### src/shared/acs_pkg.sv
// shared constants and types of the conversion sequencer
package acs_pkg;
    localparam int ACS_CLK_PERIOD_NS = 50;
    localparam int ACS_GAP_UNIT_NS = 1024000;
    localparam int ACS_GAP_CYC = ACS_GAP_UNIT_NS / ACS_CLK_PERIOD_NS;
    localparam int ACS_SETTLE_SHIFT = 2;
    localparam int ACS_SMPL_SHIFT = 3;
    localparam logic [15:0] ACS_RESULT_RST = 16'h0000;
    localparam logic [9:0] ACS_RAW_RST = 10'h000;

    typedef struct packed {
        logic [2:0] chan;
        logic se;
        logic [1:0] scaling;
        logic [2:0] avg_exp;
        logic chop;
        logic auto_repeat;
        logic [7:0] repeat_gap;
        logic [7:0] store_delay;
        logic [7:0] smpl_time;
        logic [7:0] settle;
    } acs_cfg_type;

    typedef struct packed {
        logic reg_en;
        logic conv_en;
        logic start;
        logic sign;
        logic se;
        logic [1:0] scaling;
        logic [2:0] chan;
    } acs_ana_type;

    typedef enum logic [4:0] {
        ST_IDLE = 5'h01,
        ST_SMPL = 5'h02,
        ST_CONV = 5'h04,
        ST_ALIGN = 5'h08,
        ST_GAP = 5'h10
    } acs_state_type;
endpackage

### src/rtl/acs_sequencer.sv
// conversion sequencer for a 10-bit converter core
// Overview of operation
// [RULE1] regulator first, converter after start-up delay
// [RULE2] start-up delay counts four clock cycles each
// [RULE3] software powers converter down when unused
// [RULE4] go starts conversion, reads one while busy
// [RULE5] completion clears go, sets done, stores result
// [RULE6] go request while busy is ignored
// [RULE7] software checks go low before new request
// [RULE8] repeat mode relaunches after each completion
// [RULE9] repeat mode updates result every time
// [RULE10] stop repeat: clear mode, poll go low
// [RULE11] configuration changes only when fully idle
// [RULE12] repeat gap is field times 1.024 ms
// [RULE13] nonzero gap first aligns to slow tick
// [RULE14] sequencing runs on the system clock
// [RULE15] channel codes select inputs and rails
// [RULE16] one selects single-ended, zero differential
// [RULE17] scaling field selects one to four times
// [RULE18] nonzero store delay stores after fixed count
// [RULE19] averaging sums two-power samples, left aligned
// [RULE20] chopping flips offset sign every conversion
// [RULE21] mode cleared: finish current, then stop
`timescale 1ns/1ps
module acs_sequencer
    import acs_pkg::*;
#(
    parameter int GAP_CYC = ACS_GAP_CYC
) (
    input wire logic ref_clk,
    input wire logic arst_n,
    input wire logic clk_en,
    input wire logic converter_power_on,
    input wire logic go_write,
    input wire logic done_clear,
    input wire acs_cfg_type cfg,
    input wire logic core_done_tgl,
    input wire logic [9:0] core_data,
    output logic conversion_go,
    output logic conversion_done_flag,
    output logic [15:0] sample_result,
    output acs_ana_type ana
);
    // scales a sum of 2**k raw samples to a 16-bit left-aligned word
    function automatic logic [15:0] align16(
        input logic [16:0] sum,
        input logic [2:0] k
    );
        logic [23:0] w;
        w = {sum, 7'h00} << (3'h7 - k);
        return w[23:8];
    endfunction

    // [RULE14] everything below runs on ref_clk alone
    logic tg_s1_q;
    logic tg_s2_q;
    logic tg_s3_q;
    logic [9:0] dat_s1_q;
    logic [9:0] dat_s2_q;
    logic evt_w;

    // core data is stable once the toggle is seen, so a bus sync is safe
    always_ff @(posedge ref_clk or negedge arst_n) begin
        if (!arst_n) begin
            tg_s1_q <= 1'b0;
            tg_s2_q <= 1'b0;
            tg_s3_q <= 1'b0;
            dat_s1_q <= ACS_RAW_RST;
            dat_s2_q <= ACS_RAW_RST;
        end else if (clk_en) begin
            tg_s1_q <= core_done_tgl;
            tg_s2_q <= tg_s1_q;
            tg_s3_q <= tg_s2_q;
            dat_s1_q <= core_data;
            dat_s2_q <= dat_s1_q;
        end
    end

    assign evt_w = tg_s2_q ^ tg_s3_q;

    // power-up group
    logic [9:0] pwr_cnt_q;
    logic [9:0] pwr_cnt_d;
    logic reg_en_q;
    logic reg_en_d;
    logic conv_en_q;
    logic conv_en_d;

    always_comb begin
        pwr_cnt_d = pwr_cnt_q;
        reg_en_d = 1'b1;
        conv_en_d = conv_en_q;
        if (!converter_power_on) begin
            reg_en_d = 1'b0;
            conv_en_d = 1'b0;
            pwr_cnt_d = 10'h000;
        end else if (!conv_en_q && reg_en_q) begin
            if (pwr_cnt_q >= {cfg.settle, 2'h0}) begin // [RULE2]
                conv_en_d = 1'b1; // [RULE1]
            end else begin
                pwr_cnt_d = pwr_cnt_q + 10'h001;
            end
        end
    end

    always_ff @(posedge ref_clk or negedge arst_n) begin
        if (!arst_n) begin
            pwr_cnt_q <= 10'h000;
            reg_en_q <= 1'b0;
            conv_en_q <= 1'b0;
        end else if (clk_en) begin
            pwr_cnt_q <= pwr_cnt_d;
            reg_en_q <= reg_en_d;
            conv_en_q <= conv_en_d;
        end
    end

    // free-running slow tick; the gap aligns to it, hence up to 1.024 ms extra
    logic [15:0] tick_cnt_q;
    logic [15:0] tick_cnt_d;
    logic tick_w;

    always_comb begin
        tick_w = (tick_cnt_q == 16'(GAP_CYC - 1));
        tick_cnt_d = tick_w ? 16'h0000 : tick_cnt_q + 16'h0001;
    end

    always_ff @(posedge ref_clk or negedge arst_n) begin
        if (!arst_n) begin
            tick_cnt_q <= 16'h0000;
        end else if (clk_en) begin
            tick_cnt_q <= tick_cnt_d;
        end
    end

    // sequencing group
    acs_state_type st_q;
    acs_state_type st_d;
    logic [15:0] cnt_q;
    logic [15:0] cnt_d;
    logic [7:0] n_q;
    logic [7:0] n_d;
    logic [7:0] gap_q;
    logic [7:0] gap_d;
    logic [16:0] acc_q;
    logic [16:0] acc_d;
    logic [9:0] last_q;
    logic [9:0] last_d;
    logic got_q;
    logic got_d;
    logic go_q;
    logic go_d;
    logic done_q;
    logic done_d;
    logic [15:0] res_q;
    logic [15:0] res_d;
    acs_ana_type ana_q;
    acs_ana_type ana_d;
    logic take_w;
    logic fin_w;
    logic [9:0] v_w;
    logic [16:0] sum_w;
    logic [2:0] k_w;
    logic [15:0] smpl_w;

    always_comb begin
        st_d = st_q;
        cnt_d = cnt_q;
        n_d = n_q;
        gap_d = gap_q;
        acc_d = acc_q;
        last_d = last_q;
        got_d = got_q;
        go_d = go_q;
        res_d = res_q;
        done_d = done_q & ~done_clear;
        ana_d = ana_q;
        ana_d.start = 1'b0;
        ana_d.reg_en = reg_en_d;
        ana_d.conv_en = conv_en_d;
        ana_d.chan = cfg.chan; // [RULE15]
        ana_d.se = cfg.se; // [RULE16]
        ana_d.scaling = cfg.scaling; // [RULE17]
        take_w = 1'b0;
        fin_w = 1'b0;
        v_w = last_q;
        // chopping alone still needs a pair of conversions
        k_w = (cfg.chop && cfg.avg_exp == 3'h0) ? 3'h1 : cfg.avg_exp; // [RULE20]
        smpl_w = {5'h00, cfg.smpl_time, 3'h0};
        if (smpl_w == 16'h0000) begin
            smpl_w = 16'h0001;
        end
        if (go_write && !go_q && conv_en_q) begin
            go_d = 1'b1; // [RULE4] [RULE6]
        end
        unique case (st_q)
            ST_IDLE: begin
                if (go_q && conv_en_q) begin
                    st_d = ST_SMPL;
                    cnt_d = smpl_w;
                    n_d = 8'h00;
                    acc_d = 17'h00000;
                end
            end
            ST_SMPL: begin
                if (cnt_q <= 16'h0001) begin
                    st_d = ST_CONV;
                    ana_d.start = 1'b1;
                    got_d = 1'b0;
                    cnt_d = {8'h00, cfg.store_delay} + 16'h0001;
                end else begin
                    cnt_d = cnt_q - 16'h0001;
                end
            end
            ST_CONV: begin
                if (evt_w) begin
                    got_d = 1'b1;
                end
                if (cfg.store_delay == 8'h00) begin
                    take_w = evt_w;
                    v_w = dat_s2_q;
                end else if (cnt_q <= 16'h0001) begin
                    take_w = 1'b1; // [RULE18]
                    // late core: the previous sample is kept
                    v_w = (got_q || evt_w) ? dat_s2_q : last_q; // [RULE18]
                end else begin
                    cnt_d = cnt_q - 16'h0001;
                end
            end
            ST_ALIGN: begin
                if (tick_w) begin
                    st_d = ST_GAP; // [RULE13]
                    gap_d = cfg.repeat_gap;
                end
            end
            ST_GAP: begin
                if (tick_w) begin
                    if (gap_q <= 8'h01) begin
                        st_d = ST_SMPL; // [RULE12]
                        cnt_d = smpl_w;
                    end else begin
                        gap_d = gap_q - 8'h01;
                    end
                end
            end
            default: begin
                st_d = ST_IDLE;
            end
        endcase
        sum_w = acc_q + {7'h00, v_w};
        if (take_w) begin
            last_d = v_w;
            acc_d = sum_w; // [RULE19]
            n_d = n_q + 8'h01;
            if (cfg.chop) begin
                ana_d.sign = ~ana_q.sign; // [RULE20]
            end
            st_d = ST_SMPL;
            cnt_d = smpl_w;
            if (n_q + 8'h01 == (8'h01 << k_w)) begin
                fin_w = 1'b1;
                res_d = align16(sum_w, k_w); // [RULE19] [RULE9]
                acc_d = 17'h00000;
                n_d = 8'h00;
                if (!cfg.auto_repeat) begin
                    st_d = ST_IDLE; // [RULE21]
                    go_d = 1'b0; // [RULE5]
                end else if (cfg.repeat_gap != 8'h00) begin
                    st_d = ST_ALIGN; // [RULE13]
                end else begin
                    st_d = ST_SMPL; // [RULE8] [RULE12]
                end
            end
        end
        if ((st_q == ST_ALIGN || st_q == ST_GAP) && !cfg.auto_repeat) begin
            st_d = ST_IDLE; // [RULE21]
            go_d = 1'b0;
        end
        if (fin_w) begin
            done_d = 1'b1; // [RULE5]
        end
        if (!converter_power_on) begin
            st_d = ST_IDLE;
            go_d = 1'b0;
            ana_d.start = 1'b0;
        end
    end

    always_ff @(posedge ref_clk or negedge arst_n) begin
        if (!arst_n) begin
            st_q <= ST_IDLE;
            cnt_q <= 16'h0000;
            n_q <= 8'h00;
            gap_q <= 8'h00;
            acc_q <= 17'h00000;
            last_q <= ACS_RAW_RST;
            got_q <= 1'b0;
            go_q <= 1'b0;
            done_q <= 1'b0;
            res_q <= ACS_RESULT_RST;
            ana_q <= '0;
        end else if (clk_en) begin
            st_q <= st_d;
            cnt_q <= cnt_d;
            n_q <= n_d;
            gap_q <= gap_d;
            acc_q <= acc_d;
            last_q <= last_d;
            got_q <= got_d;
            go_q <= go_d;
            done_q <= done_d;
            res_q <= res_d;
            ana_q <= ana_d;
        end
    end

    assign conversion_go = go_q;
    assign conversion_done_flag = done_q;
    assign sample_result = res_q;
    assign ana = ana_q;
endmodule // acs_sequencer

### config.mk
export PLATFORM = sky130hd
export DESIGN_NAME = acs_sequencer
export DESIGN_NICKNAME = d
export VERILOG_FILES = /design/src/shared/acs_pkg.sv /design/src/rtl/acs_sequencer.sv
export SDC_FILE = /design/constraint.sdc
export NUM_CORES = 1
export LEC_CHECK = 0
export BUFFER_PORTS_ARGS = -buffer_cell sky130_fd_sc_hd__buf_4
export CORE_UTILIZATION = 65
export DETAILED_ROUTE_END_ITERATION = 6
export GPL_ROUTABILITY_DRIVEN = 0
export HOLD_SLACK_MARGIN = 0.12
export PLACE_DENSITY = 0.92
export SLEW_MARGIN = 20
export SYNTH_ARGS = -nofsm -noshare
export SYNTH_HDL_FRONTEND = slang
export SYNTH_SLANG_ARGS = --single-unit
export TNS_END_PERCENT = 10
### constraint.sdc
create_clock -name ref_clk -period 8.2 [get_ports ref_clk]
set_input_delay 1.64 -clock ref_clk [delete_from_list [all_inputs] [get_ports ref_clk]]
set_output_delay 1.64 -clock ref_clk [all_outputs]
set_load 0.03 [all_outputs]
# Yosys cells after proc, flatten, opt, wreduce, memory -nomap -nowiden
# Index checks and enable logic that the tools add are counted.
# word_totals
inputBits	60
wordCells	160
out_inout_bits	28
regBits	142
# classes
shift	2
reduce_logical	30
mux	63
order_cmp	3
bitwise	4
addsub	8
n_eq_ne	26
# op_table
operator	n
2-to-1 mux 16 bit	8
2-to-1 mux 10 bit	7
2-to-1 mux 17 bit	4
one-hot mux 16 bit (4 select lines)	1
2-to-1 mux 8 bit	7
2-to-1 mux 5 bit	8
one-hot mux 5 bit (5 select lines)	1
<< shifter 24 x 3 -> 24 bit	1
2-to-1 mux 1 bit	20
adder 17 x 10 -> 17 bit	1
adder 16 x 1 -> 16 bit, second input constant	1
equality test 16 x 15 -> 1 bit, second input constant	1
<= comparator 16 x 1 -> 1 bit, second input constant	1
logical NOT 8 bit	2
one-hot mux 8 bit (2 select lines)	1
subtractor 16 x 1 -> 16 bit, second input constant	1
inequality test 3 bit, second input constant	5
inequality test 5 x 4 -> 1 bit, second input constant	3
AND reduction 3 bit	5
AND reduction 7 bit	2
2-to-1 mux 4 bit	3
inequality test 2 bit, second input constant	6
2-to-1 mux 11 bit	1
adder 10 x 1 -> 10 bit, second input constant	1
other kinds (31)	45

# Longest topological paths before layout
# Gate-level depths: netlist of run 1.
# depth
depth_word	9
depth_mapped	19
ltp_nobuf	18

# Least setup slack after synthesis of run 1
# OpenSTA, ideal clock, no wires.
# synth_path
kind	input to register
startpoint	input port cfg[20] in the netlist's numbering
endpoint	register res_q[10], in the netlist sample_result[10]
arrival_time_ps	5223
cell_stages	14
setup_slack_ps	2856
setup_ps	121
path_buffers	1
path_cell_list	nor4_1 -> nand3_1 -> a21oi_2 -> mux2_2 -> ha_1 -> clkbuf_1 -> a211o_1 -> a211oi_1 -> nor3b_1 -> o41ai_1 -> nor2_1 -> a211o_1 -> and3_1 -> o22a_1
# synth_between
elab_chain_cells	5
# synth_lines
element	line	source
start, declared	acs_sequencer.sv:36	input wire acs_cfg_type cfg,
logical NOT 8 bit	acs_sequencer.sv:219	if (cfg.store_delay == 8'h00) begin
2-to-1 mux 10 bit	acs_sequencer.sv:219	
2-to-1 mux 10 bit	acs_sequencer.sv:196	unique case (st_q)
via v_w[2]	acs_sequencer.sv:161	logic [9:0] v_w;
adder 17 x 10 -> 17 bit	acs_sequencer.sv:250	sum_w = acc_q + {7'h00, v_w};
<< shifter 24 x 3 -> 24 bit	acs_sequencer.sv:50	w = {sum, 7'h00} << (3'h7 - k);
end signal, assigned	acs_sequencer.sv:312	res_q <= res_d;
end, declared	acs_sequencer.sv:155	logic [15:0] res_q;
# The timed path passes the listed nets, and every way through them passes these cells.
# A chain may end at the register's enable or synchronous reset.

# Worst setup path in the final report of run 1
# layout_path
startpoint	input port cfg[20] in the netlist's numbering
endpoint	register res_q[11], in the netlist sample_result[11]
# The elaborated chain is that of the path after synthesis.

==> impl_metrics.json, run 1 <==
{
  "tritoncts": "yes",
  "skew_ns": 0.008680,
  "dr_total_vias": 7779,
  "totalWireLength_um": 20450,
  "yosys-top-cells-count": "dfrtp_1, nand2_1, nor2_1",
  "clk_latency_ns": 0.43,
  "design.die.area_mm2": 0.01382,
  "nets": 1125,
  "hpwl_um": 14010,
  "port_buffers": 87,
  "setup.worst_path.end_class": "flip-flop",
  "synth_top_area_cell": "dfrtp_1",
  "power-per-cell-area_mw_per_mm2": 208.2,
  "num_rows": 41,
  "cts_root_buf": "clkbuf_16",
  "syn_inst": 972,
  "area_growth_pct": 14.90,
  "yosysSeqAreaShare_pct": 40.97,
  "worstSetupStartpointType": "primary input",
  "worst_pin_slew_ns": 0.9524,
  "clockBufferDepth": 2,
  "dr.pass1.iters": 6,
  "hold_viol": 0,
  "clkSinkCount": 142,
  "max_freq_mhz": 172.1,
  "grt_pass1_vias": 7384,
  "cts_resized": 0,
  "synth-async-reset-ratio_pct": 100.0,
  "ys_seq_elements": 142,
  "die_x_um": 117.5,
  "cp_max_fo": 10,
  "yosysMostFrequentCell": "dfrtp_1",
  "die_h_um": 117.5,
  "min_period_ns": 5.810,
  "synth.distinct_cells": 79,
  "postCtsHoldBufs": 0,
  "core_area_mm2": 0.01282,
  "fin_ws_ns": 2.390,
  "synth.cell_area_mm2": 0.008677,
  "synthFlopType": "dfrtp_1",
  "setup_violations": 0,
  "maxSlewHeadroom_pct": 36.47,
  "drtIter0Drc": 851,
  "fin_tns_setup_ns": 0,
  "final_area_mm2": 0.009970,
  "placed_cell_area_mm2": 0.009384,
  "synth_warnings": 0,
  "place_ws_ns": 2.099,
  "initial_core_util_pct": 67.66,
  "grt.overflow.total": 0,
  "status": "finished, final reports clean",
  "synth_area_leaders": "dfrtp_1, mux2_2, nand2_1",
  "grt_max_degree": 80,
  "grtUsageTotal_pct": 30.93,
  "vias_per_cell": 6.371,
  "cts_buffers": 17,
  "post_cts_buffers": 0,
  "ios": 88,
  "ant_nets": 0,
  "syn_nets": 1061,
  "cp.required_ns": 8.52,
  "hold_class": "flip-flop to flip-flop",
  "antenna_found_initial": 0,
  "synth.top_cell.area_share_pct": 40.66,
  "synth_edf_count": 0,
  "cp.arrival_ns": 6.12,
  "total_leakage_power_nw": 4.597,
  "maxSlewViolCount": 0,
  "setup.worst_path.class": "primary input to flip-flop",
  "synth.avg_cell_area_um2": 8.927,
  "diodes": 0,
  "cap_violations": 0,
  "peakVddDrop_mv": 0.1531,
  "htreeDepth": 4,
  "finalCritPeriodShare_pct": 70.85,
  "wl_per_cell_um": 16.75,
  "rsz0062_at_grt": "false",
  "drive_above_1_share_pct": 17.35,
  "clk_pin_slew_ns": 0.07,
  "drc": 0,
  "grt_pass1_wl_um": 35050
}
[metal layers]
metal / GRT usage [%] / part of all wire (%) / vias up
li1: - / - / 3651
met1: 39.40 / 41 / 3750
met2: 52.29 / 50 / 321
met3: 5.766 / 5.9 / 57
met4: 11.94 / 2.5 / 0
met5: 0 / 0 / -
[per-stage QoR]
step	hold slack (ns)	utilization [%]	std cells	power [W]
after floorplan	0.4418	-	972	0.001185
after global placement	0.4549	73.17	1189	0.001293
after detailed placement	0.4640	73.17	1189	0.001310
after CTS	0.4792	77.69	1221	0.002078
after global routing	0.4984	77.74	1221	0.002170
final	0.4747	77.74	1221	0.002076
[power breakdown]
part / leakage, nW / internal [W] / switching (W) / total [W]
Sequential: 1.87 / 0.000780 / 0.0000882 / 0.000868
Clock: 0.281 / 0.000430 / 0.000334 / 0.000764
Combinational: 2.44 / 0.000188 / 0.000256 / 0.000444
Total: 4.60 / 0.00140 / 0.000678 / 0.00208
[worst max-delay path, cell delays in order]
cell and delay (ns):
buf_4 0.12, nor4_1 0.29, nand3_1 0.35, a21oi_2 0.64, mux2i_1 0.38, inv_1 0.09, ha_1 0.31, a211o_1 0.33
a211oi_1 0.37, nor3b_1 0.10, o41ai_1 0.71, a22oi_1 0.22, o211a_1 0.19, a221oi_1 0.31, nor2_1 0.07
[sequential cells by signal (all words and copies together), names as in the netlist, 5 cells and up]
signal	cells
acc_q	17
ana	10
cnt_q	16
dat_s1_q	10
dat_s2_q	10
gap_q	8
last_q	10
n_q	8
pwr_cnt_q	10
sample_result	16
st_q	5
tick_cnt_q	16
[layout by cell type (no fill, tap or decap), types with 16 or more instances in the layout]
| cell | count |
|---|---|
| nor4_1 | 19 |
| xor2_1 | 19 |
| xnor2_1 | 33 |
| and3_1 | 16 |
| buf_4 | 90 |
| nor2_1 | 92 |
| o21ai_0 | 85 |
| dfrtp_1 | 141 |
| inv_1 | 35 |
| ha_1 | 28 |
| mux2_2 | 44 |
| clkbuf_16 | 17 |
| nand2_1 | 121 |
| a21oi_1 | 38 |
| nor3_1 | 29 |
| nand3_1 | 34 |
[final timing paths]
check / startpoint / to / slack [ns] / cells after the start
worst min register to register: ana[6] / ana[6] / 0.47 / 1
max in group asynchronous: arst_n / sample_result[8] / 5.67 / 2
worst max-delay path: cfg[20] / sample_result[11] / 2.39 / 15
min in group asynchronous: arst_n / gap_q[3] / 1.25 / 1
worst min-delay path: ana[6] / ana[6] / 0.47 / 1
worst max register to register: cnt_q[2] / sample_result[11] / 2.94 / 15
[logic make-up (layout without fill, tap and decap cells)]
group	count (synthesis)	in the layout	share of synthesized area, %
buffers and inverters	82	159	3.893
AND/OR/NAND/NOR	371	371	20.36
AO/OA/AOI/OAI	246	246	18.86
adder cells (fa/ha/maj)	29	29	4.268
multiplexers	50	50	6.402
flip-flops	142	142	40.97
XOR/XNOR	52	52	5.249
[layout make-up]
class	count	area [um2]
clock buffers	18	429.2
repair buffers	91	686.9
multi-input cells	748	4798
flip-flops and latches	142	3555
inverters	36	135.1
fillers	861	2855
clock inverters	14	150.1
well taps	172	215.2
(Power assumes the default switching activity.)
==> inputs of run 2 (changes only) <==
Settings changed: ABC_AREA set to 1, CORE_UTILIZATION 65 to 55, PLACE_DENSITY 0.92 to 0.83.
Clock period 8.2 ns to 4.88 ns, I/O delays scaled along.
==> impl_metrics.json, run 2 <==
{
  "cap_violations": 0,
  "diodes": 0,
  "largest_register_ffs": 17,
  "maxSlewViolCount": 0,
  "setup_violations": 0,
  "cts_resized": 0,
  "finalCritPeriodShare_pct": 82.64,
  "synth.avg_cell_area_um2": 6.880,
  "synth_top_area_cell": "dfrtp_1",
  "cts_buffers": 17,
  "totalWireLength_um": 22690,
  "cp.arrival_ns": 4.38,
  "worstSetupStartpointType": "primary input",
  "clk_pin_slew_ns": 0.06,
  "grt_pass1_wl_um": 39120,
  "yosys-top-cells-count": "nand2_1, inv_1, dfrtp_1",
  "total_leakage_power_nw": 5.589,
  "antenna_found_initial": 0,
  "synth.top_cell.area_share_pct": 38.13,
  "cp_max_fo": 20,
  "syn_inst": 1345,
  "finalPower_w": 0.003494,
  "drc": 0,
  "worstSetupEndpoint": "sample_result[3]",
  "setup.worst_path.class": "primary input to flip-flop",
  "design.die.area_mm2": 0.01735,
  "power-per-cell-area_mw_per_mm2": 329.0,
  "hold_slack_ns": 0.4649,
  "hpwl_um": 16350,
  "cts_root_buf": "clkbuf_16",
  "area_growth_pct": 14.79,
  "core_area_mm2": 0.01652,
  "drive_above_1_share_pct": 11.20,
  "yosysMostFrequentCell": "nand2_1",
  "synth.distinct_cells": 50,
  "tritoncts": "yes",
  "reg2reg_to": "sample_result[3]",
  "grt_pass1_vias": 8642,
  "reg2reg_slack_ns": 1.02,
  "ys_seq_elements": 142,
  "synth_warnings": 0,
  "reg2regPathDepth": 23,
  "largest_register": "acc_q",
  "cp.required_ns": 5.23,
  "hold_class": "primary input to asynchronous set/reset pin",
  "nets": 1506,
  "fin_tns_setup_ns": 0,
  "dr_total_vias": 8944,
  "num_rows": 47,
  "clockBufferDepth": 2,
  "vias_per_cell": 5.424,
  "yosysSeqAreaShare_pct": 38.41,
  "postCtsHoldBufs": 0,
  "drtIter0Drc": 870,
  "rr_startpoint": "st_q[1]",
  "maxSlewHeadroom_pct": 42.80,
  "hold_viol": 0,
  "synth_area_leaders": "dfrtp_1, nand2_1, nand3_1",
  "grt_max_degree": 54,
  "final_common_cell": "nand2_1",
  "skew_ns": 0.009106,
  "placed_cell_area_mm2": 0.01002,
  "synth_edf_count": 0,
  "crit_start": "cfg[16]",
  "die_h_um": 131.7,
  "synth.cell_area_mm2": 0.009254,
  "peakVddDrop_mv": 0.2450,
  "dr.pass1.iters": 5,
  "grtUsageTotal_pct": 27.52,
  "status": "finished, final reports clean",
  "synthFlopType": "dfrtp_1",
  "synth-async-reset-ratio_pct": 100.0,
  "setup.worst_path.end_class": "flip-flop",
  "wl_per_cell_um": 13.76,
  "final_area_mm2": 0.01062,
  "post_cts_buffers": 0,
  "final_cell_mix": "nand2_1, inv_1, dfrtp_1",
  "worst_pin_slew_ns": 0.8560,
  "syn_nets": 1434,
  "clkSinkCount": 142,
  "min_period_ns": 4.033,
  "initial_core_util_pct": 56.00,
  "clk_latency_ns": 0.42,
  "rsz0062_at_grt": "false",
  "htreeDepth": 4,
  "grt.overflow.total": 0,
  "die_x_um": 131.7,
  "ant_nets": 0,
  "max_freq_mhz": 248.0,
  "port_buffers": 87,
  "ios": 88
}
[run 2: cell types whose count changed after synthesis, sizes merged, moves of 12 or more]
| cell | previous run | this run |
|---|---|---|
| nand2 | 122 | 453 |
| inv | 35 | 165 |
| nand3 | 34 | 123 |
| mux2 | 44 | 0 |
| o21ai | 87 | 115 |
| nor2 | 92 | 118 |
| xnor2 | 33 | 12 |
| and3 | 16 | 1 |
| clkbuf | 34 | 20 |
| nor4 | 19 | 6 |
| a211oi | 13 | 1 |
[run 2: area by class of cell]
type | instances | area, um2
Fill cell | 1470 | 5902
Inverter | 167 | 626.9
Sequential cell | 142 | 3555
Clock buffer | 20 | 456.7
Clock inverter | 11 | 141.4
Tap cell | 220 | 275.3
Multi-Input combinational cell | 997 | 4873
Timing Repair Buffer | 92 | 694.4
[run 2: stage by stage]
stage,setup WS (ns),utilization (%),std cells
after CTS,0.8604,64.28,1649
after global routing,0.4479,64.28,1649
after global placement,0.5902,60.66,1618
final,0.8472,64.28,1649
after detailed placement,0.4682,60.66,1618
after floorplan,1.113,-,1345
[run 2: worst max-delay path, stage by stage]
cell     delay [ns]
buf_4          0.12
inv_1          0.05
ha_1           0.15
inv_1          0.05
nor3_1         0.26
nand2_1        0.15
a21oi_1        0.16
nand2_1        0.09
buf_4          0.20
nand2_1        0.08
o21ai_0        0.11
inv_1          0.07
ha_1           0.21
inv_1          0.07
fa_1           0.40
inv_1          0.08
nand3_1        0.06
nand2_1        0.15
xor2_1         0.29
nand2_1        0.08
o21ai_0        0.11
o21ai_0        0.14
o21ai_0        0.17
nor2_1         0.06
nor2_1         0.10
[run 2: metal layers]
layer | vias to the layer above | wire length (um) | global-route usage (%)
met3 | 60 | 1177 | 5.015
met5 | - | 0 | 0
met4 | 0 | 742 | 12.14
met2 | 301 | 11260 | 46.68
li1 | 4454 | - | -
met1 | 4129 | 9515 | 34.29
[run 2: how the worst min path moves through the flow]
stage                            from          end  slack, ns  cells after the start
after global routing           ana[6]       ana[6]       0.48                      1
after detailed placement       ana[5]       ana[5]       0.46                      2
final                          arst_n       ana[1]       0.46                      1
after CTS                      ana[5]       ana[5]       0.47                      2
after floorplan           dat_s2_q[0]  dat_s2_q[0]       0.44                      2
after global placement    dat_s2_q[1]  dat_s2_q[1]       0.45                      2
[run 2: kinds of logic (layout without fill, tap and decap cells)]
logic type / after synthesis / after routing / share of synthesized area (%)
and+or+nand+nor: 761 / 761 / 35.45
adders and majority gates: 29 / 29 / 4.002
buffers and inverters: 206 / 290 / 8.924
AOI/OAI and AO/OA: 173 / 173 / 9.992
xor gates and xnor gates: 34 / 34 / 3.218
DFF: 142 / 142 / 38.41
[run 2: report_power, final]
group	total, W	switching, W	internal [W]	leakage, nW
clock network	0.00133	0.000502	0.000825	0.299
logic	0.000752	0.000481	0.000271	3.45
registers	0.00141	0.000116	0.00130	1.83
==> inputs of run 3 (changes only) <==
Settings changed: CORE_UTILIZATION 55 to 60, PLACE_DENSITY 0.83 to 0.86.
Clock period 4.88 ns to 3.9 ns, I/O delays scaled along.
==> impl_metrics.json, run 3 (synthesis results as in run 2) <==
{
  "max_stage_delay_ns": 0.38,
  "worstSetupStartpointType": "primary input",
  "cap_violations": 0,
  "cts_root_buf": "clkbuf_16",
  "final_cell_mix": "nand2_1, inv_1, dfrtp_1",
  "cp.required_ns": 4.21,
  "hold_viol": 0,
  "setup_violations": 0,
  "post_cts_buffers": 0,
  "cp_max_fo": 6,
  "grt_pass1_vias": 8850,
  "drc": 0,
  "port_buffers": 87,
  "grt.overflow.total": 0,
  "dr_total_vias": 9197,
  "reg2regPathDepth": 29,
  "htreeDepth": 4,
  "ant_nets": 0,
  "power-per-cell-area_mw_per_mm2": 406.9,
  "ios": 88,
  "crit_start": "cfg[16]",
  "finalCritPeriodShare_pct": 92.59,
  "clkSinkCount": 142,
  "clockBufferDepth": 2,
  "diodes": 0,
  "setup.worst_path.end_class": "flip-flop",
  "skew_ns": 0.01031,
  "total_leakage_power_nw": 5.688,
  "grt_max_degree": 84,
  "vias_per_cell": 5.598,
  "clk_pin_slew_ns": 0.06,
  "wl_met3_um": 1156,
  "slowest_stage": "fa_1",
  "tritoncts": "yes",
  "area_growth_pct": 17.17,
  "final_common_cell": "nand2_1",
  "crit_path_frequent_cell": "nand2_1",
  "initial_core_util_pct": 61.10,
  "core_area_mm2": 0.01515,
  "design.die.area_mm2": 0.01592,
  "totalWireLength_um": 23050,
  "drt-met1-wl_um": 9676,
  "hpwl_um": 16460,
  "worstSetupEndpoint": "sample_result[13]",
  "antenna_found_initial": 0,
  "top_layer_used": "met4",
  "maxSlewHeadroom_pct": 47.96,
  "cts_buffers": 17,
  "die_x_um": 126.2,
  "largest_register": "acc_q",
  "finalPower_w": 0.004412,
  "die_h_um": 126.2,
  "cp.arrival_ns": 3.93,
  "drive_above_1_share_pct": 13.40,
  "reg2reg_slack_ns": 0.33,
  "fin_tns_setup_ns": 0,
  "fin_ws_ns": 0.2892,
  "dr.pass1.iters": 6,
  "rr_startpoint": "cnt_q[0]",
  "setup.worst_path.class": "primary input to flip-flop",
  "largest_register_ffs": 17,
  "grtUsageTotal_pct": 30.40,
  "wl_per_cell_um": 14.03,
  "max_freq_mhz": 276.9,
  "nets": 1531,
  "reg2reg_to": "sample_result[13]",
  "peakVddDrop_mv": 0.3055,
  "grt_pass1_wl_um": 39100,
  "place_ws_ns": -0.2166,
  "min_period_ns": 3.611,
  "status": "finished, final reports clean",
  "clk_latency_ns": 0.43,
  "fin_util_pct": 71.59,
  "maxSlewViolCount": 0,
  "num_rows": 45,
  "worst_pin_slew_ns": 0.7806,
  "drtIter0Drc": 669,
  "met2WireLength_um": 11550,
  "hold_class": "primary input to asynchronous set/reset pin"
}
==> run 3: changes by cell type in the layout (fill, tap and decap cells not counted), moves of 3 or more <==
cell and change:
buf_4 +24, o21ai_0 -5, o21ai_1 +5, ha_1 -3, clkinv_2 -3, clkinvlp_4 +4
==> run 3: routing by layer <==
layer  vias up  track usage [%]
met2       306            53.20
met4         0            13.04
met5         -                0
li1       4516                -
met3        68            5.140
met1      4307            37.00
==> run 3: worst min path at each step <==
stage / start / to / slack, ns / depth (start not counted)
after detailed placement: ana[6] / ana[6] / 0.46 / 1
after global routing: arst_n / ana[0] / 0.47 / 1
after CTS: arst_n / ana[1] / 0.44 / 1
after floorplan: dat_s2_q[0] / dat_s2_q[0] / 0.44 / 2
after global placement: dat_s1_q[9] / dat_s1_q[9] / 0.46 / 2
final: arst_n / ana[0] / 0.39 / 1
==> run 3: stage by stage <==
stage	area (um2)	cells	hold slack, ns
2_1_floorplan	9254	1345	0.4367
3_5_place_dp	10180	1611	0.4597
5_1_grt	10840	1643	0.4662
3_3_place_gp	10180	1611	0.4566
6_report	10840	1643	0.3911
4_1_cts	10790	1643	0.4395
==> run 3: layout make-up <==
cell class / count / area [um2]
inverters: 167 / 626.9
repair buffers: 117 / 894.6
fillers: 1176 / 4303
flip-flops and latches: 142 / 3555
well taps: 188 / 235.2
clock inverters: 13 / 165.2
multi-input cells: 997 / 4923
clock buffers: 19 / 442.9
==> run 3: timing repair <==
action	4_1_cts	5_1_grt
hold buffers	0	0
resized for setup	0	14
setup endpoints to repair	0	14
==> run 3: worst max-delay path: cells and delay by family <==
family          cells  cell delay [ns]
simple gates       17             1.76
fa+ha+maj           3             0.67
buf+inv             6             0.45
compound gates      2             0.29
==> run 3: power by group <==
part	leakage (nW)	switching (W)	total (W)	internal [W]
Clock	0.286	0.000653	0.00168	0.00103
Sequential	1.83	0.000154	0.00178	0.00162
Combinational	3.57	0.000611	0.000954	0.000344
